File: src/usc_pkg.sv
// usc_pkg: register map, field positions, states and size decode of the serial port
// Overview of operation
// - receive enable on turns receiver on and takes over receive pin
// - receive enable off flushes buffer and clears frame, overrun, parity flags
// - transmit enable on turns transmitter on and takes over transmit pin
// - transmit disable waits until shift register and buffer are empty
// - three-bit size code gives 5, 6, 7, 8 or 9 data bits
// - ninth received bit shows in control b bit 1, read before data
// - control b bit 0 is ninth sent bit, written before data
// - mode select 0 is asynchronous, 1 is synchronous
// - parity field 00 off, 01 reserved, 10 even, 11 odd
// - transmitter appends computed parity bit to each frame
// - receiver checks parity and flags mismatch as parity error
// - stop select gives one or two sent stop bits; receiver ignores it
// - synchronous polarity picks clock edges for sending and sampling
// - baud divisor is twelve bits over high and low byte registers
// - writing low divisor byte reloads the prescaler at once
// - double speed halves oversampling from sixteen to eight, asynchronous only
// - frame error marks buffered character whose first stop bit was zero
package usc_pkg;
  localparam logic [7:0] OFS_CTRL_A = 8'h00;
  localparam logic [7:0] OFS_CTRL_B = 8'h04;
  localparam logic [7:0] OFS_CTRL_C = 8'h08;
  localparam logic [7:0] OFS_BAUD_H = 8'h0c;
  localparam logic [7:0] OFS_BAUD_L = 8'h10;
  localparam logic [7:0] OFS_DATA = 8'h14;
  localparam int CA_RX_DONE = 7;
  localparam int CA_TX_EMPTY = 5;
  localparam int CA_FRAME_ERR = 4;
  localparam int CA_OVERRUN = 3;
  localparam int CA_PARITY_ERR = 2;
  localparam int CA_DOUBLE_SPEED = 1;
  localparam int CB_RX_ENABLE = 4;
  localparam int CB_TX_ENABLE = 3;
  localparam int CB_SIZE_HI = 2;
  localparam int CB_RX_NINTH = 1;
  localparam int CB_TX_NINTH = 0;
  localparam int CC_SYNC_MODE = 6;
  localparam int CC_PAR_HI = 5;
  localparam int CC_PAR_LO = 4;
  localparam int CC_STOP_SEL = 3;
  localparam int CC_SIZE_HI = 2;
  localparam int CC_SIZE_LO = 1;
  localparam int CC_CLK_POL = 0;
  localparam logic [7:0] RST_CTRL_B = 8'h00;
  localparam logic [7:0] RST_CTRL_C = 8'h06;
  localparam logic [11:0] RST_BAUD = 12'h000;
  localparam logic [4:0] OS_NORMAL = 5'h10;
  localparam logic [4:0] OS_DOUBLE = 5'h08;
  localparam int ENTRY_PE = 10;
  localparam int ENTRY_FE = 9;

  typedef enum logic [2:0] {TX_IDLE = 3'b000, TX_START = 3'b001, TX_DATA = 3'b010,
                            TX_PAR = 3'b011, TX_STOP1 = 3'b100, TX_STOP2 = 3'b101} usc_tx_e;
  typedef enum logic [2:0] {RX_IDLE = 3'b000, RX_START = 3'b001, RX_DATA = 3'b010,
                            RX_PAR = 3'b011, RX_STOP = 3'b100} usc_rx_e;

  // reserved size codes fall back to eight bits
  function automatic logic [3:0] usc_char_bits(input logic [2:0] code);
    unique case (code)
      3'b000: usc_char_bits = 4'h5;
      3'b001: usc_char_bits = 4'h6;
      3'b010: usc_char_bits = 4'h7;
      3'b111: usc_char_bits = 4'h9;
      default: usc_char_bits = 4'h8;
    endcase
  endfunction
endpackage

File: src/usc_baud.sv
// usc_baud: reloadable twelve-bit baud prescaler
`timescale 1ns/1ps
module usc_baud
  import usc_pkg::*;
(
  input wire logic pclk,
  input wire logic presetn,
  input wire logic [11:0] divisor,
  input wire logic reload,
  output logic tick
);
  logic [11:0] cnt_r;
  logic [11:0] cnt_nxt;

  always_comb begin
    cnt_nxt = cnt_r - 12'h001;
    if (reload || cnt_r == 12'h000) begin
      cnt_nxt = divisor;
    end
  end

  always_ff @(posedge pclk or negedge presetn) begin
    if (!presetn) begin
      cnt_r <= RST_BAUD;
    end else begin
      cnt_r <= cnt_nxt;
    end
  end

  // one tick per divisor plus one clocks
  assign tick = (cnt_r == 12'h000) && !reload;

  property p_reload;
    // a zero divisor ticks on every clock, so only a nonzero one must skip a tick
    @(posedge pclk) disable iff (!presetn)
      reload |=> (cnt_r == $past(divisor)) && (!tick || $past(divisor) == 12'h000);
  endproperty
  a_reload: assert property (p_reload) else $error("prescaler not reloaded");
endmodule // usc_baud

File: src/usc_rxbuf.sv
// usc_rxbuf: two-entry receive buffer holding data with its error bits
`timescale 1ns/1ps
module usc_rxbuf
  import usc_pkg::*;
(
  input wire logic pclk,
  input wire logic presetn,
  input wire logic push,
  input wire logic [10:0] push_data,
  input wire logic pop,
  input wire logic flush,
  output logic overrun,
  output logic [1:0] count,
  output logic [10:0] head
);
  logic [10:0] mem_r [2];
  logic [10:0] mem_nxt [2];
  logic rd_r;
  logic rd_nxt;
  logic [1:0] cnt_r;
  logic [1:0] cnt_nxt;
  logic do_pop;
  logic wr_idx;

  always_comb begin
    mem_nxt = mem_r;
    rd_nxt = rd_r;
    cnt_nxt = cnt_r;
    do_pop = pop && (cnt_r != 2'h0);
    // a full buffer that is read in the same cycle still takes the new entry
    wr_idx = rd_r ^ cnt_r[0];
    overrun = push && (cnt_r == 2'h2) && !do_pop && !flush;
    if (flush) begin
      rd_nxt = 1'b0;
      cnt_nxt = 2'h0;
    end else begin
      if (do_pop) begin
        rd_nxt = !rd_r;
      end
      if (push && !overrun) begin
        mem_nxt[wr_idx] = push_data;
      end
      cnt_nxt = cnt_r + {1'b0, push && !overrun} - {1'b0, do_pop};
    end
  end

  always_ff @(posedge pclk or negedge presetn) begin
    if (!presetn) begin
      mem_r[0] <= 11'h000;
      mem_r[1] <= 11'h000;
      rd_r <= 1'b0;
      cnt_r <= 2'h0;
    end else begin
      mem_r <= mem_nxt;
      rd_r <= rd_nxt;
      cnt_r <= cnt_nxt;
    end
  end

  assign count = cnt_r;
  assign head = mem_r[rd_r];
endmodule // usc_rxbuf

File: src/usc_core.sv
// usc_core: apb registers, transmitter and receiver of the serial port
//
// Decided for this implementation: the APB interface to the registers and the address map.
`timescale 1ns/1ps
module usc_core
  import usc_pkg::*;
(
  input wire logic pclk,
  input wire logic presetn,
  input wire logic psel,
  input wire logic penable,
  input wire logic pwrite,
  input wire logic [7:0] paddr,
  input wire logic [31:0] pwdata,
  output logic [31:0] prdata,
  output logic pready,
  output logic pslverr,
  input wire logic rx_data_in,
  output logic rx_pin_takeover,
  output logic tx_data_out,
  output logic tx_pin_takeover,
  output logic sync_serial_clock,
  output logic sync_clock_oe
);
  // register state
  logic rx_enable_r, rx_enable_nxt;
  logic tx_enable_r, tx_enable_nxt;
  logic size_hi_r, size_hi_nxt;
  logic tx_ninth_r, tx_ninth_nxt;
  logic double_speed_r, double_speed_nxt;
  logic [6:0] ctrl_c_r, ctrl_c_nxt;
  logic [11:0] baud_r, baud_nxt;
  logic [8:0] txbuf_r, txbuf_nxt;
  logic txbuf_full_r, txbuf_full_nxt;
  logic dor_r, dor_nxt;
  logic [7:0] prdata_r, prdata_nxt;
  logic pslverr_r, pslverr_nxt;
  // bit timing
  logic xck_r, xck_nxt;
  logic [4:0] tx_os_r, tx_os_nxt;
  // transmitter
  usc_tx_e tx_state_r, tx_state_nxt;
  logic [8:0] tx_sh_r, tx_sh_nxt;
  logic [3:0] tx_left_r, tx_left_nxt;
  logic tx_par_r, tx_par_nxt;
  logic tx_out_r, tx_out_nxt;
  logic tx_run_r, tx_run_nxt;
  // receiver
  usc_rx_e rx_state_r, rx_state_nxt;
  logic [8:0] rx_sh_r, rx_sh_nxt;
  logic [3:0] rx_idx_r, rx_idx_nxt;
  logic [4:0] rx_os_r, rx_os_nxt;
  logic rx_par_r, rx_par_nxt;
  // combinational
  logic wr_acc, rd_acc, setup, tick, baud_reload;
  logic sync_mode, par_on, par_odd, two_stop, clk_pol;
  logic [3:0] n_bits;
  logic [8:0] d_mask;
  logic [4:0] os, os_last;
  logic tx_step, rx_samp, tx_load;
  logic rx_push, rx_pop, rx_overrun;
  logic [10:0] rx_push_data, rx_head;
  logic [1:0] rx_count;

  assign wr_acc = psel && penable && pwrite;
  assign rd_acc = psel && penable && !pwrite;
  assign setup = psel && !penable;
  assign sync_mode = ctrl_c_r[CC_SYNC_MODE];
  assign par_on = ctrl_c_r[CC_PAR_HI];
  assign par_odd = ctrl_c_r[CC_PAR_LO];
  assign two_stop = ctrl_c_r[CC_STOP_SEL];
  // polarity only used in synchronous mode
  assign clk_pol = ctrl_c_r[CC_CLK_POL] && sync_mode;
  // data bit count from split size code
  assign n_bits = usc_char_bits({size_hi_r, ctrl_c_r[CC_SIZE_HI:CC_SIZE_LO]});
  assign d_mask = ~(9'h1ff << n_bits);
  assign os = (double_speed_r && !sync_mode) ? OS_DOUBLE : OS_NORMAL;
  assign os_last = os - 5'h01;
  assign baud_reload = wr_acc && (paddr == OFS_BAUD_L);
  assign rx_pop = rd_acc && (paddr == OFS_DATA);

  usc_baud u_baud (
    .pclk(pclk),
    .presetn(presetn),
    .divisor(baud_nxt),
    .reload(baud_reload),
    .tick(tick)
  );

  usc_rxbuf u_rxbuf (
    .pclk(pclk),
    .presetn(presetn),
    .push(rx_push),
    .push_data(rx_push_data),
    .pop(rx_pop),
    .flush(!rx_enable_r),
    .overrun(rx_overrun),
    .count(rx_count),
    .head(rx_head)
  );

  // registers and bus answer
  always_comb begin
    rx_enable_nxt = rx_enable_r;
    tx_enable_nxt = tx_enable_r;
    size_hi_nxt = size_hi_r;
    tx_ninth_nxt = tx_ninth_r;
    double_speed_nxt = double_speed_r;
    ctrl_c_nxt = ctrl_c_r;
    baud_nxt = baud_r;
    txbuf_nxt = txbuf_r;
    txbuf_full_nxt = txbuf_full_r && !tx_load;
    prdata_nxt = prdata_r;
    pslverr_nxt = 1'b0;
    if (wr_acc) begin
      unique case (paddr)
        OFS_CTRL_A: double_speed_nxt = pwdata[CA_DOUBLE_SPEED];
        OFS_CTRL_B: begin
          rx_enable_nxt = pwdata[CB_RX_ENABLE];
          tx_enable_nxt = pwdata[CB_TX_ENABLE];
          size_hi_nxt = pwdata[CB_SIZE_HI];
          tx_ninth_nxt = pwdata[CB_TX_NINTH];
        end
        OFS_CTRL_C: ctrl_c_nxt = pwdata[6:0];
        OFS_BAUD_H: baud_nxt[11:8] = pwdata[3:0];
        OFS_BAUD_L: baud_nxt[7:0] = pwdata[7:0];
        OFS_DATA: begin
          if (!txbuf_full_r) begin
            txbuf_nxt = {tx_ninth_r, pwdata[7:0]};
            txbuf_full_nxt = 1'b1;
          end
        end
        default: ;
      endcase
    end
    // read data is fetched in the setup phase so that it leaves a flip-flop
    if (setup) begin
      prdata_nxt = 8'h00;
      unique case (paddr)
        OFS_CTRL_A: begin
          prdata_nxt[CA_RX_DONE] = rx_count != 2'h0;
          prdata_nxt[CA_TX_EMPTY] = !txbuf_full_r;
          prdata_nxt[CA_FRAME_ERR] = rx_head[ENTRY_FE] && rx_count != 2'h0;
          prdata_nxt[CA_OVERRUN] = dor_r;
          prdata_nxt[CA_PARITY_ERR] = rx_head[ENTRY_PE] && rx_count != 2'h0;
          prdata_nxt[CA_DOUBLE_SPEED] = double_speed_r;
        end
        OFS_CTRL_B: begin
          prdata_nxt[CB_RX_ENABLE] = rx_enable_r;
          prdata_nxt[CB_TX_ENABLE] = tx_enable_r;
          prdata_nxt[CB_SIZE_HI] = size_hi_r;
          prdata_nxt[CB_RX_NINTH] = rx_head[8];
          prdata_nxt[CB_TX_NINTH] = tx_ninth_r;
        end
        OFS_CTRL_C: prdata_nxt = {1'b0, ctrl_c_r};
        OFS_BAUD_H: prdata_nxt = {4'h0, baud_r[11:8]};
        OFS_BAUD_L: prdata_nxt = baud_r[7:0];
        OFS_DATA: prdata_nxt = rx_head[7:0];
        default: pslverr_nxt = 1'b1;
      endcase
    end
    // disabling receiver clears overrun
    // overrun set wins over the clear by a read
    if (!rx_enable_r) begin
      dor_nxt = 1'b0;
    end else begin
      dor_nxt = rx_overrun || (dor_r && !rx_pop);
    end
  end

  always_ff @(posedge pclk or negedge presetn) begin
    if (!presetn) begin
      rx_enable_r <= RST_CTRL_B[CB_RX_ENABLE];
      tx_enable_r <= RST_CTRL_B[CB_TX_ENABLE];
      size_hi_r <= RST_CTRL_B[CB_SIZE_HI];
      tx_ninth_r <= RST_CTRL_B[CB_TX_NINTH];
      double_speed_r <= 1'b0;
      ctrl_c_r <= RST_CTRL_C[6:0];
      baud_r <= RST_BAUD;
      txbuf_r <= 9'h000;
      txbuf_full_r <= 1'b0;
      dor_r <= 1'b0;
      prdata_r <= 8'h00;
      pslverr_r <= 1'b0;
    end else begin
      rx_enable_r <= rx_enable_nxt;
      tx_enable_r <= tx_enable_nxt;
      size_hi_r <= size_hi_nxt;
      tx_ninth_r <= tx_ninth_nxt;
      double_speed_r <= double_speed_nxt;
      ctrl_c_r <= ctrl_c_nxt;
      baud_r <= baud_nxt;
      txbuf_r <= txbuf_nxt;
      txbuf_full_r <= txbuf_full_nxt;
      dor_r <= dor_nxt;
      prdata_r <= prdata_nxt;
      pslverr_r <= pslverr_nxt;
    end
  end

  assign prdata = {24'h000000, prdata_r};
  assign pready = 1'b1;
  assign pslverr = pslverr_r && psel && penable;

  // bit timing: synchronous clock is half the prescaler tick rate
  always_comb begin
    xck_nxt = sync_mode ? (xck_r ^ tick) : 1'b0;
    tx_os_nxt = tx_os_r;
    if (tick) begin
      tx_os_nxt = (tx_os_r >= os_last) ? 5'h00 : tx_os_r + 5'h01;
    end
    if (sync_mode) begin
      tx_step = tick && (xck_r == clk_pol);
      rx_samp = tick && (xck_r != clk_pol);
    end else begin
      tx_step = tick && (tx_os_r >= os_last);
      rx_samp = tick && (rx_os_r >= os_last);
    end
  end

  always_ff @(posedge pclk or negedge presetn) begin
    if (!presetn) begin
      xck_r <= 1'b0;
      tx_os_r <= 5'h00;
    end else begin
      xck_r <= xck_nxt;
      tx_os_r <= tx_os_nxt;
    end
  end

  assign sync_serial_clock = xck_r;
  assign sync_clock_oe = sync_mode && (tx_run_r || rx_enable_r);

  // transmitter
  always_comb begin
    tx_state_nxt = tx_state_r;
    tx_sh_nxt = tx_sh_r;
    tx_left_nxt = tx_left_r;
    tx_par_nxt = tx_par_r;
    tx_out_nxt = tx_out_r;
    tx_load = 1'b0;
    // release only when nothing is left to send
    if (tx_enable_r) begin
      tx_run_nxt = 1'b1;
    end else begin
      tx_run_nxt = tx_run_r && !(tx_state_r == TX_IDLE && !txbuf_full_r);
    end
    if (tx_step) begin
      unique case (tx_state_r)
        TX_IDLE: begin
          tx_out_nxt = 1'b1;
          if (tx_run_r && txbuf_full_r) begin
            tx_load = 1'b1;
            tx_sh_nxt = txbuf_r & d_mask;
            tx_left_nxt = n_bits;
            tx_par_nxt = (^(txbuf_r & d_mask)) ^ par_odd;
            tx_out_nxt = 1'b0;
            tx_state_nxt = TX_START;
          end
        end
        TX_START, TX_DATA: begin
          if (tx_left_r != 4'h0) begin
            tx_out_nxt = tx_sh_r[0];
            tx_sh_nxt = {1'b0, tx_sh_r[8:1]};
            tx_left_nxt = tx_left_r - 4'h1;
            tx_state_nxt = TX_DATA;
          end else if (par_on) begin
            tx_out_nxt = tx_par_r;
            tx_state_nxt = TX_PAR;
          end else begin
            tx_out_nxt = 1'b1;
            tx_state_nxt = TX_STOP1;
          end
        end
        TX_PAR: begin
          tx_out_nxt = 1'b1;
          tx_state_nxt = TX_STOP1;
        end
        TX_STOP1: tx_state_nxt = two_stop ? TX_STOP2 : TX_IDLE;
        TX_STOP2: tx_state_nxt = TX_IDLE;
        default: tx_state_nxt = TX_IDLE;
      endcase
    end
  end

  always_ff @(posedge pclk or negedge presetn) begin
    if (!presetn) begin
      tx_state_r <= TX_IDLE;
      tx_sh_r <= 9'h000;
      tx_left_r <= 4'h0;
      tx_par_r <= 1'b0;
      tx_out_r <= 1'b1;
      tx_run_r <= 1'b0;
    end else begin
      tx_state_r <= tx_state_nxt;
      tx_sh_r <= tx_sh_nxt;
      tx_left_r <= tx_left_nxt;
      tx_par_r <= tx_par_nxt;
      tx_out_r <= tx_out_nxt;
      tx_run_r <= tx_run_nxt;
    end
  end

  assign tx_data_out = tx_out_r;
  assign tx_pin_takeover = tx_run_r;
  assign rx_pin_takeover = rx_enable_r;

  // receiver; the stop select is not looked at here
  always_comb begin
    rx_state_nxt = rx_state_r;
    rx_sh_nxt = rx_sh_r;
    rx_idx_nxt = rx_idx_r;
    rx_par_nxt = rx_par_r;
    rx_os_nxt = rx_os_r;
    rx_push = 1'b0;
    // first stop bit low gives frame error
    rx_push_data = {par_on && ((^rx_sh_r) ^ par_odd ^ rx_par_r), !rx_data_in, rx_sh_r};
    if (tick) begin
      rx_os_nxt = (rx_os_r >= os_last) ? 5'h00 : rx_os_r + 5'h01;
    end
    unique case (rx_state_r)
      RX_IDLE: begin
        rx_sh_nxt = 9'h000;
        rx_idx_nxt = 4'h0;
        if (sync_mode && rx_samp && !rx_data_in) begin
          rx_state_nxt = RX_DATA;
        end else if (!sync_mode && !rx_data_in) begin
          // half a bit to reach the middle of the start bit
          rx_os_nxt = os >> 1;
          rx_state_nxt = RX_START;
        end
      end
      RX_START: begin
        if (rx_samp) begin
          rx_state_nxt = rx_data_in ? RX_IDLE : RX_DATA;
        end
      end
      RX_DATA: begin
        if (rx_samp) begin
          rx_sh_nxt[rx_idx_r] = rx_data_in;
          rx_idx_nxt = rx_idx_r + 4'h1;
          if (rx_idx_r + 4'h1 >= n_bits) begin
            rx_state_nxt = par_on ? RX_PAR : RX_STOP;
          end
        end
      end
      RX_PAR: begin
        if (rx_samp) begin
          rx_par_nxt = rx_data_in;
          rx_state_nxt = RX_STOP;
        end
      end
      RX_STOP: begin
        if (rx_samp) begin
          rx_push = 1'b1;
          rx_state_nxt = RX_IDLE;
        end
      end
      default: rx_state_nxt = RX_IDLE;
    endcase
    if (!rx_enable_r) begin
      rx_state_nxt = RX_IDLE;
      rx_push = 1'b0;
    end
  end

  always_ff @(posedge pclk or negedge presetn) begin
    if (!presetn) begin
      rx_state_r <= RX_IDLE;
      rx_sh_r <= 9'h000;
      rx_idx_r <= 4'h0;
      rx_os_r <= 5'h00;
      rx_par_r <= 1'b0;
    end else begin
      rx_state_r <= rx_state_nxt;
      rx_sh_r <= rx_sh_nxt;
      rx_idx_r <= rx_idx_nxt;
      rx_os_r <= rx_os_nxt;
      rx_par_r <= rx_par_nxt;
    end
  end

  property p_rx_take;
    @(posedge pclk) disable iff (!presetn)
      (wr_acc && paddr == OFS_CTRL_B && pwdata[CB_RX_ENABLE]) |=> rx_pin_takeover;
  endproperty
  a_rx_take: assert property (p_rx_take) else $error("receive pin not taken");

  property p_rx_flush;
    @(posedge pclk) disable iff (!presetn) $fell(rx_pin_takeover) |=> (rx_count == 2'h0) && !dor_r;
  endproperty
  a_rx_flush: assert property (p_rx_flush) else $error("receive buffer not flushed");

  property p_tx_take;
    // takeover follows the registered enable, one clock after it
    @(posedge pclk) disable iff (!presetn)
      (wr_acc && paddr == OFS_CTRL_B && pwdata[CB_TX_ENABLE]) |-> ##2 tx_pin_takeover;
  endproperty
  a_tx_take: assert property (p_tx_take) else $error("transmit pin not taken");

  property p_tx_hold;
    @(posedge pclk) disable iff (!presetn)
      $fell(tx_pin_takeover) |-> $past(tx_state_r == TX_IDLE && !txbuf_full_r && !tx_enable_r);
  endproperty
  a_tx_hold: assert property (p_tx_hold) else $error("transmit pin released early");

  property p_tx_bits;
    @(posedge pclk) disable iff (!presetn) tx_load |=> tx_left_r == $past(n_bits) && tx_state_r == TX_START;
  endproperty
  a_tx_bits: assert property (p_tx_bits) else $error("wrong data bit count");

  property p_tx_par;
    @(posedge pclk) disable iff (!presetn)
      (tx_load && par_on) |=> tx_par_r == $past((^(txbuf_r & d_mask)) ^ par_odd);
  endproperty
  a_tx_par: assert property (p_tx_par) else $error("wrong parity bit");

  property p_stop;
    @(posedge pclk) disable iff (!presetn)
      (tx_state_r == TX_STOP1 && tx_step && !two_stop) |=> tx_state_r == TX_IDLE;
  endproperty
  a_stop: assert property (p_stop) else $error("extra stop bit sent");

  property p_sync_edge;
    @(posedge pclk) disable iff (!presetn) (sync_mode && $changed(tx_data_out)) |-> sync_serial_clock != clk_pol;
  endproperty
  a_sync_edge: assert property (p_sync_edge) else $error("transmit data off its clock edge");
endmodule // usc_core

File: config.mk
export PLATFORM = sky130hd
export DESIGN_NAME = usc_core
export DESIGN_NICKNAME = d
export VERILOG_FILES = /design/src/usc_pkg.sv /design/src/usc_baud.sv /design/src/usc_rxbuf.sv /design/src/usc_core.sv
export SDC_FILE = /design/constraint.sdc
export NUM_CORES = 1
export LEC_CHECK = 0
export BUFFER_PORTS_ARGS = -buffer_cell sky130_fd_sc_hd__buf_2
export CELL_PAD_IN_SITES_DETAIL_PLACEMENT = 0
export CELL_PAD_IN_SITES_GLOBAL_PLACEMENT = 1
export CORE_ASPECT_RATIO = 0.6
export CORE_MARGIN = 1
export CORE_UTILIZATION = 37
export CTS_BUF_LIST = sky130_fd_sc_hd__clkbuf_2
export CTS_CLUSTER_DIAMETER = 50
export DETAILED_ROUTE_END_ITERATION = 6
export PLACE_DENSITY = 0.71
export SETUP_SLACK_MARGIN = 0.05
export SYNTH_ARGS = -nofsm -noshare
export SYNTH_HDL_FRONTEND = slang
export SYNTH_SLANG_ARGS = --single-unit
File: constraint.sdc
create_clock -name pclk -period 4.9 [get_ports pclk]
set_input_delay 0.98 -clock pclk [delete_from_list [all_inputs] [get_ports pclk]]
set_output_delay 0.98 -clock pclk [all_outputs]
set_load 0.005 [all_outputs]
Word level (Yosys, flattened, before mapping)
Cells that the tools add are included.

Register bits after elaboration: 128.

Add/sub/neg operators: 8. Order comparisons: 8. Equal/unequal tests: 29. Shifts and indexed selects: 1. Multiplexer cells: 74. Bitwise operators: 10. Reduce and logical (&&, ||, !) cells: 75.

Operators with widths (number): $mux 11 (4); $mux 3 (12); $pmux 9 s2 (2); $mux 5 (7); $logic_and 1x1->1 (34); $mux 9 (3); $mux 12 (2); $pmux 4 s6 (1); $bwmux 22 (1); $mux 1 (22); $reduce_xor 9->1 (2); $eq 8x4->1 const B (2); $eq 8x5->1 const B (2); $mux 4 (4); $pmux 4 s2 (2); $pmux 4 s4 (1); $reduce_and 2->1 (8); $eq 3x2->1 const B (5); $ne 3x3->1 const B (5); $pmux 3 s5 (1); $logic_not 1->1 (12); $logic_not 12->1 (1); $pmux 3 s4 (1); $sub 12x1->12 const B (1); 46 further kinds (70).

Depth between registers and ports, before layout
Gate-level depths: netlist (run 1).

Word-level depth: 18. Depth in mapped cells: 12. Depth with buffers taken out: 10.

Modules after synthesis
A second synthesis (run 1) with hierarchy kept.

Cells, all modules: 687. Area, all modules: 7330.8 µm².

By module, submodules not included: usc_core (times used 1, cells each 531, area each 5361.4 µm², sequential area each 2280.9 µm²); usc_rxbuf (times used 1, cells each 84, area each 1260.0 µm², sequential area each 625.6 µm²); usc_baud (times used 1, cells each 72, area each 709.4 µm², sequential area each 300.3 µm²).

Worst setup path after synthesis (run 1)
No wires, ideal clock.

Kind: input-to-reg. Start: input paddr[3]. End: register u_rxbuf.cnt_r[1], in the netlist u_rxbuf.count[1]. Library setup time: 0.121 ns. Data arrival time: 3.195 ns. Required time: 4.779 ns. Path slack: 1.584 ns. Stages on the path: 10. Buffers on the path: 1. Cell sequence: clkbuf_1 or4b_2 or2_2 nor3_1 ha_1 inv_1 ha_1 xor2_1 xnor2_1 nor2_1.

Word-level cells in the longest chain between the ends: 17. Elaborated cells on any way between the ends: 22.

RTL lines: start, declared (RTL line usc_core.sv:13) `input wire logic [7:0] paddr,`; $eq 8x5->1 (RTL line usc_core.sv:79) `assign baud_reload = wr_acc && (paddr == OFS_BAUD_L);`; $logic_and 1x1->1 (RTL line usc_core.sv:79); $logic_not 1->1 (RTL line usc_baud.sv:31) `assign tick = (cnt_r == 12'h000) && !reload;`; $logic_and 1x1->1 (RTL line usc_baud.sv:31); $logic_and 1x1->1, on equally long branches (RTL line usc_core.sv:217, usc_core.sv:214); $mux 1 (RTL line usc_core.sv:212) `if (sync_mode) begin`; $mux 1 (RTL line usc_core.sv:354) `if (rx_samp) begin`; $mux 1 (RTL line usc_core.sv:321) `unique case (rx_state_r)`; $mux 1 (RTL line usc_core.sv:361) `if (!rx_enable_r) begin`; $logic_and 1x1->1 (3 in series) (RTL line usc_rxbuf.sv:32) `overrun = push && (cnt_r == 2'h2) && !do_pop && !flush;`; $logic_not 1->1 (RTL line usc_rxbuf.sv:43) `cnt_nxt = cnt_r + {1'b0, push && !overrun} - {1'b0, do_pop};`; $logic_and 1x1->1 (RTL line usc_rxbuf.sv:43); $add 2x1->2 (RTL line usc_rxbuf.sv:43); $sub 2x1->2 * (RTL line usc_rxbuf.sv:43); $mux 2 * (RTL line usc_rxbuf.sv:33) `if (flush) begin`; net u_rxbuf.cnt_nxt[1] (RTL line usc_rxbuf.sv:21) `logic [1:0] cnt_nxt;`; end signal, assigned (RTL line usc_rxbuf.sv:56) `cnt_r <= cnt_nxt;`; end, declared (RTL line usc_rxbuf.sv:20) `logic [1:0] cnt_r;`.

Mark *: on every way through the listed nets, which the timed path passes. The rest lies on a longest branch. A chain may end at the register's enable or synchronous reset.

Worst setup path after layout (run 1)
Start: register u_baud.cnt_r[0]. End: register u_rxbuf.mem_r[4] in the netlist's numbering.

Word-level cells in the longest chain between the ends: 13. Elaborated cells on any way between the ends: 14.

RTL lines: start, declared (RTL line usc_baud.sv:12) `logic [11:0] cnt_r;`; start signal, assigned (RTL line usc_baud.sv:26) `cnt_r <= cnt_nxt;`; $logic_not 12->1 * (RTL line usc_baud.sv:31); $logic_and 1x1->1 * (RTL line usc_baud.sv:31); $logic_and 1x1->1, on equally long branches (RTL line usc_core.sv:217, usc_core.sv:214); $mux 1 * (RTL line usc_core.sv:212); $mux 1 * (RTL line usc_core.sv:354); $mux 1 * (RTL line usc_core.sv:321); $mux 1 * (RTL line usc_core.sv:361); $logic_and 1x1->1 (3 in series) (RTL line usc_rxbuf.sv:32); $logic_not 1->1 (RTL line usc_rxbuf.sv:40) `if (push && !overrun) begin`; $logic_and 1x1->1 * (RTL line usc_rxbuf.sv:40); $reduce_and 2->1 (no source line) *; end signal, assigned (RTL line usc_rxbuf.sv:54) `mem_r <= mem_nxt;`; end, declared (RTL line usc_rxbuf.sv:16) `logic [10:0] mem_r [2];`.

Every way passes the cells marked *; elsewhere a longest branch is shown, timed or not.

==> results of run 1 <==
## how the worst max path moves through the flow
stage | cells past startpoint | slack (ns) | to | from
floorplan | 10 | 1.58 | u_rxbuf.count[1]$_DFF_PN0_ | paddr[3]
global placement | 10 | 1.35 | u_rxbuf.count[1]$_DFF_PN0_ | paddr[3]
detailed placement | 10 | 1.32 | u_rxbuf.count[1]$_DFF_PN0_ | paddr[3]
CTS | 8 | 1.28 | u_rxbuf.mem_r[4]$_DFFE_PN0P_ | u_baud.cnt_r[0]$_DFF_PN0_
global route | 8 | 0.98 | u_rxbuf.mem_r[6]$_DFFE_PN0P_ | u_baud.cnt_r[0]$_DFF_PN0_
finish | 8 | 1.26 | u_rxbuf.mem_r[4]$_DFFE_PN0P_ | u_baud.cnt_r[0]$_DFF_PN0_
## power by group through the flow
stage               logic (mW)  clock network (mW)  registers (mW)
detailed placement       0.402                   0            1.28
floorplan                0.338                   0            1.22
global route             0.454               0.784            1.28
global placement         0.390                   0            1.27
finish                   0.403               0.709            1.27
CTS                      0.405               0.724            1.26
## placed cells by master, fill, tap and decap left out, types with 8 or more instances in the layout
master	instances
a31oi_1	13
buf_2	34
o311ai_0	8
nor2_1	60
dfrtp_1	125
nor2b_1	8
a21oi_1	25
inv_1	21
nor3_1	22
ha_1	17
nand3_1	18
xor2_1	11
mux2i_1	17
nand2_1	56
buf_4	10
xnor2_1	21
o21ai_0	47
conb_1	25
mux2_2	64
clkbuf_2	17
a21o_1	10
## layout make-up
class | instances | share of cell area [%]
Inverter | 22 | 1.07
Sequential cell | 128 | 41.7
Tap cell | 240 | 3.91
Multi-Input combinational cell | 525 | 46.8
Clock buffer | 17 | 1.11
Clock inverter | 15 | 2.20
Timing Repair Buffer | 44 | 3.19
## metrics by stage
| stage | cells | setup WS (ns) | hold WS, ns | instance area, um2 |
|---|---|---|---|---|
| floorplan | 739 | 1.58 | 0.441 | 7250 |
| global placement | 959 | 1.35 | 0.457 | 7430 |
| detailed placement | 959 | 1.32 | 0.471 | 7430 |
| CTS | 991 | 1.28 | 0.263 | 7680 |
| global route | 991 | 0.982 | 0.238 | 7680 |
| finish | 991 | 1.26 | 0.274 | 7680 |
## flip-flops by register name, summed over array words and instances, names as in the netlist, 2 cells and up
signal	cells
rx_idx_r	4
rx_os_r	5
tx_sh_r	9
baud_r	12
tx_state_r	3
rx_state_r	3
u_baud.cnt_r	12
rx_sh_r	9
tx_os_r	5
tx_left_r	4
ctrl_c_r	7
txbuf_r	9
prdata_r	8
u_rxbuf.mem_r	22
u_rxbuf.count	2
## routing by layer
layer  share of wire (%)  GRT usage [%]  vias up
li1                    -              -     2551
met1                  55           32.2     2768
met2                  39           25.5      166
met3                 5.8           5.00       17
met4                 1.1           4.78        0
met5                   0              0        -
## cell families after synthesis
group                    count (synthesis)
AO/OA/AOI/OAI                          151
AND/OR/NAND/NOR                        215
adder cells (fa/ha/maj)                 17
other                                    2
buffers and inverters                   86
XOR/XNOR                                34
multiplexers                            83
flip-flops                             128
==> impl_metrics.json, run 1 <==
{
  "cts-buffers-inserted": 17,
  "initial_core_util_pct": 38.7,
  "coreArea_um2": 18500,
  "grt_antenna_before_repair": 0,
  "arrival_ns": 4.25,
  "ys_top_cells_by_count": "dfrtp_1, mux2_2, nor2_1",
  "synth_area_leaders": "dfrtp_1, mux2_2, o21ai_0",
  "critPathKind": "reg2reg",
  "peakVddDrop_v": 0.000134,
  "grt_remaining_overflow": 0,
  "outcome": "finished, final reports clean",
  "tightest_slew_ns": 1.13,
  "p_total_mw": 2.38,
  "numPortBuffers": 35,
  "synth_seq_area_share_pct": 44.8,
  "maxSlewHeadroom_pct": 24.3,
  "synth_most_common_cell": "dfrtp_1",
  "fin_crit_sh_pct": 74.3,
  "synth-seq-cells": 128,
  "dp_hpwl_um": 13700,
  "rows": 38,
  "ctsHoldBuffers": 0,
  "r2r_slack_ns": 1.26,
  "layout-drive-gt1-share_pct": 20.1,
  "io_pins": 85,
  "min_period_ns": 3.64,
  "startpoint_type": "flop",
  "post_cts_buffers": 0,
  "path_cells": "inv_1, ha_1, or4b_1, nor3b_1, o2111ai_1, nor3b_1, buf_4, mux2_2",
  "routed_wirelength_um": 18500,
  "cp_common_cell": "nor3b_1",
  "drt_first_iter_violations": 594,
  "antennaDiodeCount": 0,
  "cts.clk_slew.worst_paths_ns": 0.22,
  "clock-sinks": 128,
  "num_vias": 5502,
  "dieArea_um2": 19900,
  "slew_viol_final": 0,
  "r2r_end": "u_rxbuf.mem_r[4]$_DFFE_PN0P_",
  "synth.top_cell.area_share_pct": 43.7,
  "dr.pass1.iters": 5,
  "syn_area_um2": 7160,
  "ant_nets": 0,
  "wl_per_cell_um": 18.7,
  "avgSynthCellArea_um2": 10.0,
  "r2r_start": "u_baud.cnt_r[0]$_DFF_PN0_",
  "yosys.area_share.xor_xnor_pct": 4.54,
  "maxClockFrequency_mhz": 275,
  "cts_tree": "done",
  "comb_power_share_pct": 16.9,
  "finalHoldViolCount": 0,
  "crit_fanout": 13,
  "sw_frac_of_total_pct": 32.2,
  "grt_setup_unrepaired": "no",
  "maxCapViolCount": 0,
  "h-tree-depth": 4,
  "place_congestion": 0.861,
  "seq_area_um2": 3210,
  "reg2reg_depth": 8,
  "layout.nets": 801,
  "clock_latency_ns": 0.73,
  "grt.total_usage_pct": 20.0,
  "async_reset_ff_share_pct": 100,
  "synth_compound_area_share_pct": 13.8,
  "synth_warnings": 0,
  "synthCells": 716,
  "yosys-mux-area-fraction_pct": 13.1,
  "multiInputGateArea_um2": 3590,
  "p_leak_nw": 3.49,
  "setup_violations": 0,
  "power_frac_seq_pct": 53.2,
  "die_h_um": 110,
  "critical_path.top_delay_family": "simple AND/OR/NAND/NOR gates",
  "synthAdderAreaFrac_pct": 2.97,
  "synth_edf_count": 0,
  "hold_path.class": "in2async",
  "fin_tns_setup_ns": 0,
  "p_per_area_nw_per_um2": 309,
  "utilization_pct": 41.5,
  "clock_skew_ns": 0.0487,
  "area_growth_pct": 7.32,
  "crit_path_max_incr_delay_ns": 0.70,
  "avgViaCountPerCell": 5.55,
  "cts_resized": 0,
  "grt_pass1_wl_um": 29800,
  "pwr-share-clk_pct": 29.8,
  "chipWidth_um": 182,
  "drc": 0,
  "end_kind": "flop",
  "clock_path_buffers": 2,
  "synth_top_family_by_area": "simple AND/OR/NAND/NOR gates",
  "cts_root_buffer": "clkbuf_2",
  "required_ns": 5.51,
  "synth-simple-area-share_pct": 14.5,
  "critical_path.slowest_cell": "o2111ai_1",
  "grt_pass1_vias": 5093,
  "synth_cell_types": 66,
  "intPower_mw": 1.61,
  "ys.flop_type": "dfrtp_1",
  "netlist.top_cell.by_area": "dfrtp_1",
  "p_sw_mw": 0.766,
  "nFillCells": 1804,
  "grt_start_max_net_pins": 55,
  "worst-path-buf-inv": 2
}
Note: power is estimated with default switching activity, not from simulation.
==> inputs of run 2 (changes only) <==
--- a/config.mk
+++ b/config.mk
@@ -5,6 +5,7 @@
 export SDC_FILE = /design/constraint.sdc
 export NUM_CORES = 1
 export LEC_CHECK = 0
+export ABC_AREA = 1
 export BUFFER_PORTS_ARGS = -buffer_cell sky130_fd_sc_hd__buf_2
 export CELL_PAD_IN_SITES_DETAIL_PLACEMENT = 0
 export CELL_PAD_IN_SITES_GLOBAL_PLACEMENT = 1
@@ -14,7 +15,7 @@
 export CTS_BUF_LIST = sky130_fd_sc_hd__clkbuf_2
 export CTS_CLUSTER_DIAMETER = 50
 export DETAILED_ROUTE_END_ITERATION = 6
-export PLACE_DENSITY = 0.71
+export PLACE_DENSITY = 0.74
 export SETUP_SLACK_MARGIN = 0.05
 export SYNTH_ARGS = -nofsm -noshare
 export SYNTH_HDL_FRONTEND = slang
==> constraint.sdc (replaced) <==
create_clock -name pclk -period 3.4 [get_ports pclk]
set_input_delay 0.68 -clock pclk [delete_from_list [all_inputs] [get_ports pclk]]
set_output_delay 0.68 -clock pclk [all_outputs]
set_load 0.005 [all_outputs]
==> impl_metrics.json, run 2 <==
{
  "grt_pass1_vias": 5411,
  "synth_edf_count": 0,
  "io_pins": 85,
  "critPathKind": "reg2reg",
  "layout.nets": 1048,
  "worst_slack_ns": 0.894,
  "num_vias": 5927,
  "clock_skew_ns": 0.0447,
  "grt_remaining_overflow": 0,
  "initial_core_util_pct": 38.7,
  "largest-register": "u_rxbuf.mem_r",
  "yosys-mux-area-fraction_pct": 0.420,
  "h-tree-depth": 4,
  "grt_antenna_before_repair": 0,
  "synth_seq_area_share_pct": 44.8,
  "synth-seq-cells": 128,
  "chipWidth_um": 182,
  "synth_compound_area_share_pct": 10.9,
  "area_growth_pct": 8.43,
  "drc": 0,
  "cts.clk_slew.worst_paths_ns": 0.22,
  "ant_nets": 0,
  "synth_most_common_cell": "nand2_1",
  "drt_first_iter_violations": 609,
  "clock-sinks": 128,
  "fin_hold_ws_ns": 0.244,
  "crit_fanout": 13,
  "cts_tree": "done",
  "startpoint_type": "flop",
  "synth_top_family_by_area": "simple AND/OR/NAND/NOR gates",
  "cts_root_buffer": "clkbuf_2",
  "dp_hpwl_um": 14600,
  "wl_per_cell_um": 15.5,
  "routed_wirelength_um": 19200,
  "p_per_area_nw_per_um2": 377,
  "dieArea_um2": 19900,
  "arrival_ns": 3.13,
  "min_period_ns": 2.51,
  "avgSynthCellArea_um2": 7.57,
  "maxSlewHeadroom_pct": 53.5,
  "placed_cell_area_um2": 7490,
  "synthCells": 945,
  "syn_area_um2": 7160,
  "die_h_um": 110,
  "finalHoldViolCount": 0,
  "grt.total_usage_pct": 20.8,
  "ys_top_cells_by_count": "nand2_1, dfrtp_1, inv_1",
  "hold_path.class": "in2reg",
  "yosys.area_share.xor_xnor_pct": 3.92,
  "dp_slack_ns": 0.850,
  "async_reset_ff_share_pct": 100,
  "p_total_mw": 2.93,
  "r2r_slack_ns": 0.89,
  "synth_area_leaders": "dfrtp_1, nand2_1, o21ai_0",
  "end_kind": "flop",
  "fin_tns_setup_ns": 0,
  "grt_pass1_wl_um": 31100,
  "numPortBuffers": 35,
  "fin_crit_sh_pct": 73.7,
  "maxClockFrequency_mhz": 399,
  "cts-buffers-inserted": 17,
  "netlist.top_cell.by_area": "dfrtp_1",
  "grt_start_max_net_pins": 61,
  "post_cts_buffers": 0,
  "synth_warnings": 0,
  "place_congestion": 0.867,
  "largest_register_ffs": 22,
  "antennaDiodeCount": 0,
  "slew_viol_final": 0,
  "dr.pass1.iters": 5,
  "required_ns": 4.02,
  "synth.top_cell.area_share_pct": 43.7,
  "synth_cell_types": 42,
  "ys.flop_type": "dfrtp_1",
  "tightest_slew_ns": 0.695,
  "synth-simple-area-share_pct": 26.5,
  "design_area_um2": 7760,
  "largestRegisters": "u_rxbuf.mem_r (22), baud_r (12), u_baud.cnt_r (12)",
  "layout-drive-gt1-share_pct": 11.1,
  "setup_violations": 0,
  "p_leak_nw": 4.01,
  "grt_setup_unrepaired": "no",
  "rows": 38,
  "peakVddDrop_v": 0.000214,
  "avgViaCountPerCell": 4.79,
  "synthAdderAreaFrac_pct": 2.97,
  "clock_path_buffers": 2,
  "maxCapViolCount": 0,
  "mostFrequentLayoutCells": "nand2_1, dfrtp_1, inv_1",
  "outcome": "finished, final reports clean",
  "coreArea_um2": 18500,
  "final_common_cell": "nand2_1",
  "clock_latency_ns": 0.74
}
## run 2: cells by family (layout without fill, tap and decap cells)
group / after synthesis / after routing
compound gates: 145 / 145
flops: 128 / 128
fa+ha+maj: 17 / 17
mux: 3 / 3
buf+inv: 164 / 194
xor+xnor: 32 / 32
simple gates: 454 / 454
other cells: 2 / 25
## run 2: through the flow
| stage | utilization (%) | std cells |
|---|---|---|
| global placement | 40.5 | 1205 |
| finish | 41.9 | 1238 |
| detailed placement | 40.5 | 1205 |
| global route | 41.9 | 1238 |
| CTS | 41.9 | 1238 |
| floorplan | - | 968 |
## run 2: critical path, cell delays in order, from the launching register on
cell and delay, ns:
dfrtp_1 0.45, inv_1 0.09, ha_1 0.15, inv_1 0.05
nor2_2 0.11, nand2_1 0.07, nor2_2 0.21, nand2_2 0.28
nor2_8 0.28, nand2_1 0.11, nand2_1 0.32, o21ai_0 0.15
nand2_1 0.08, nand2_1 0.06
## run 2: timing repair
action,4_1_cts,5_1_grt
gates resized for setup,0,0
hold endpoints to repair,57,0
hold buffers,1,0
## run 2: area by class of cell
cell class                      count  area (um2)
Fill cell                        1993       10700
Multi-Input combinational cell    676        3300
Sequential cell                   128        3210
Inverter                          120         450
Tap cell                          240         300
Clock buffer                       18        90.1
Timing Repair Buffer               42         249
Clock inverter                     14         165
## run 2: path summary, 6_finish.rpt
path,from,endpoint,cells after the start
worst max-delay path,u_baud.cnt_r[0]$_DFF_PN0_,rx_sh_r[8]$_DFFE_PN0P_,13
worst min-delay path,rx_data_in,u_rxbuf.mem_r[9]$_DFFE_PN0P_,2
worst max register to register,u_baud.cnt_r[0]$_DFF_PN0_,rx_sh_r[8]$_DFFE_PN0P_,13
worst min register to register,tx_data_out$_DFFE_PN1P_,tx_data_out$_DFFE_PN1P_,2
max in group asynchronous,presetn,rx_idx_r[3]$_DFFE_PN0P_,3
min in group asynchronous,presetn,u_rxbuf.mem_r[11]$_DFFE_PN0P_,2
## run 2: report_power, final
group          switching (mW)  internal (mW)  leakage [nW]
Combinational           0.164         0.0839          2.13
Clock                   0.634          0.411         0.146
Sequential             0.0540           1.58          1.73
## run 2: layer usage
| layer | vias up | share of wire, % | routed length [um] | track usage, % |
|---|---|---|---|---|
| met5 | - | 0 | 0 | 0 |
| met4 | 0 | 0.96 | 184 | 5.08 |
| met3 | 17 | 7.9 | 1520 | 5.17 |
| met2 | 193 | 34 | 6440 | 24.4 |
| met1 | 2699 | 58 | 11100 | 35.0 |
| li1 | 3018 | - | - | - |
==> inputs of run 3 (changes only) <==
--- a/config.mk
+++ b/config.mk
@@ -15,7 +15,7 @@
 export CTS_BUF_LIST = sky130_fd_sc_hd__clkbuf_2
 export CTS_CLUSTER_DIAMETER = 50
 export DETAILED_ROUTE_END_ITERATION = 6
-export PLACE_DENSITY = 0.74
+export PLACE_DENSITY = 0.77
 export SETUP_SLACK_MARGIN = 0.05
 export SYNTH_ARGS = -nofsm -noshare
 export SYNTH_HDL_FRONTEND = slang
==> constraint.sdc (replaced) <==
create_clock -name pclk -period 2.2 [get_ports pclk]
set_input_delay 0.44 -clock pclk [delete_from_list [all_inputs] [get_ports pclk]]
set_output_delay 0.44 -clock pclk [all_outputs]
set_load 0.005 [all_outputs]
==> impl_metrics.json, run 3 (synthesis gave the netlist of run 2 again) <==
{
  "dp_hpwl_um": 14600,
  "h-tree-depth": 4,
  "dieArea_um2": 19900,
  "grt_antenna_before_repair": 0,
  "fin_cells": 1277,
  "maxSlewHeadroom_pct": 60.1,
  "chipWidth_um": 182,
  "largestRegisters": "u_rxbuf.mem_r (22), baud_r (12), u_baud.cnt_r (12)",
  "grt.total_usage_pct": 20.6,
  "area_growth_pct": 14.6,
  "coreArea_um2": 18500,
  "clock-sinks": 128,
  "cts-buffers-inserted": 17,
  "antennaDiodeCount": 0,
  "p_leak_nw": 4.19,
  "setup_violations": 0,
  "fin_hold_ws_ns": 0.0276,
  "routed_wirelength_um": 19800,
  "finalHoldViolCount": 0,
  "fin_crit_sh_pct": 94.4,
  "dp_slack_ns": 0.0277,
  "place_congestion": 0.902,
  "maxCapViolCount": 0,
  "dr.pass1.iters": 7,
  "dp.cells": 1235,
  "grt_start_max_net_pins": 70,
  "peakVddDrop_v": 0.000345,
  "numPortBuffers": 35,
  "layout.nets": 1087,
  "required_ns": 1.76,
  "slew_viol_final": 0,
  "worst_slack_ns": 0.124,
  "avgViaCountPerCell": 4.85,
  "maxClockFrequency_mhz": 482,
  "initial_core_util_pct": 38.7,
  "layout-drive-gt1-share_pct": 16.7,
  "end_kind": "output pin",
  "io_pins": 85,
  "final_common_cell": "nand2_1",
  "clock_skew_ns": 0.0461,
  "p_per_area_nw_per_um2": 557,
  "clock_latency_ns": 0.75,
  "utilization_pct": 44.3,
  "cts_tree": "done",
  "startpoint_type": "flop",
  "ant_nets": 0,
  "wl_per_cell_um": 15.5,
  "die_h_um": 110,
  "hold_path.class": "in2reg",
  "largest_register_ffs": 22,
  "cts.clk_slew.worst_paths_ns": 0.23,
  "cts_root_buffer": "clkbuf_2",
  "crit_fanout": 7,
  "grt_pass1_wl_um": 30900,
  "largest-register": "u_rxbuf.mem_r",
  "critPathKind": "reg2out",
  "clock_path_buffers": 2,
  "rows": 38,
  "arrival_ns": 1.64,
  "num_vias": 6188,
  "drc": 0,
  "mostFrequentLayoutCells": "nand2_1, dfrtp_1, inv_1",
  "outcome": "finished, final reports clean",
  "grt_setup_unrepaired": "yes",
  "fin_tns_setup_ns": 0,
  "tightest_slew_ns": 0.596,
  "grt_remaining_overflow": 0,
  "min_period_ns": 2.08,
  "drt_first_iter_violations": 592,
  "grt_pass1_vias": 5488
}
==> run 3: cell count changes in the layout (fill, tap and decap cells not counted), moves of 3 or more <==
cell / delta
buf_4: +31
nand2_1: -6
ha_1: -3
buf_6: +3
nor2_1: -4
inv_1: -3
nand3_1: -3
nand2_2: +5
nand3_2: +4
==> run 3: power breakdown <==
| part | switching, mW | internal, mW |
|---|---|---|
| combinational | 0.265 | 0.154 |
| sequential | 0.0810 | 2.44 |
| clock | 0.996 | 0.632 |
| total | 1.34 | 3.23 |
==> run 3: metal layers <==
layer	up-vias	GRT usage [%]	routed length (um)
li1	3101	-	-
met1	2856	35.3	11500
met2	214	24.6	6790
met3	17	3.64	1350
met4	0	5.51	202
met5	-	0	0
==> run 3: per-stage QoR <==
stage | instance area [um2] | power, mW
6_report | 8200 | 4.57
5_1_grt | 8200 | 4.77
4_1_cts | 8030 | 4.58
3_5_place_dp | 7740 | 2.95
3_3_place_gp | 7740 | 2.95
2_1_floorplan | 7240 | 2.81
==> run 3: worst paths after layout <==
kind / slack, ns / endpoint / start / depth (start not counted)
worst max-delay path: 0.12 / sync_clock_oe / ctrl_c_r[6]$_DFFE_PN0P_ / 4
max in group asynchronous: 1.48 / ctrl_c_r[2]$_DFFE_PN1P_ / presetn / 3
min in group asynchronous: 0.04 / prdata_r[3]$_DFFE_PN0P_ / presetn / 2
worst min-delay path: 0.03 / txbuf_r[6]$_DFFE_PN0P_ / pwdata[6] / 3
worst min register to register: 0.49 / tx_data_out$_DFFE_PN1P_ / tx_data_out$_DFFE_PN1P_ / 2
worst max register to register: 0.14 / u_rxbuf.count[1]$_DFF_PN0_ / u_baud.cnt_r[0]$_DFF_PN0_ / 13
==> run 3: area by class of cell <==
cell class	instances	area, um2
multi-input combinational	678	3410
clock buffer	18	90.1
tap	240	300
sequential	128	3210
fill	1953	10300
inverter	120	453
clock inverter	14	168
timing repair buffer	79	566
==> run 3: what timing repair did <==
| item | CTS | global route |
|---|---|---|
| endpoints found under the setup margin | 15 | 56 |
| hold endpoints to repair | 127 | 0 |
| hold buffers | 2 | 0 |
| pin swaps | 0 | 14 |
| buffers inserted | 0 | 6 |
| resized for setup | 3 | 31 |
| cloned | 0 | 2 |
==> run 3: critical path, stage by stage, from the launching register on <==
cell     delay, ns
dfrtp_1       0.43
buf_4         0.17
inv_1         0.13
nor2_1        0.07
buf_2         0.12
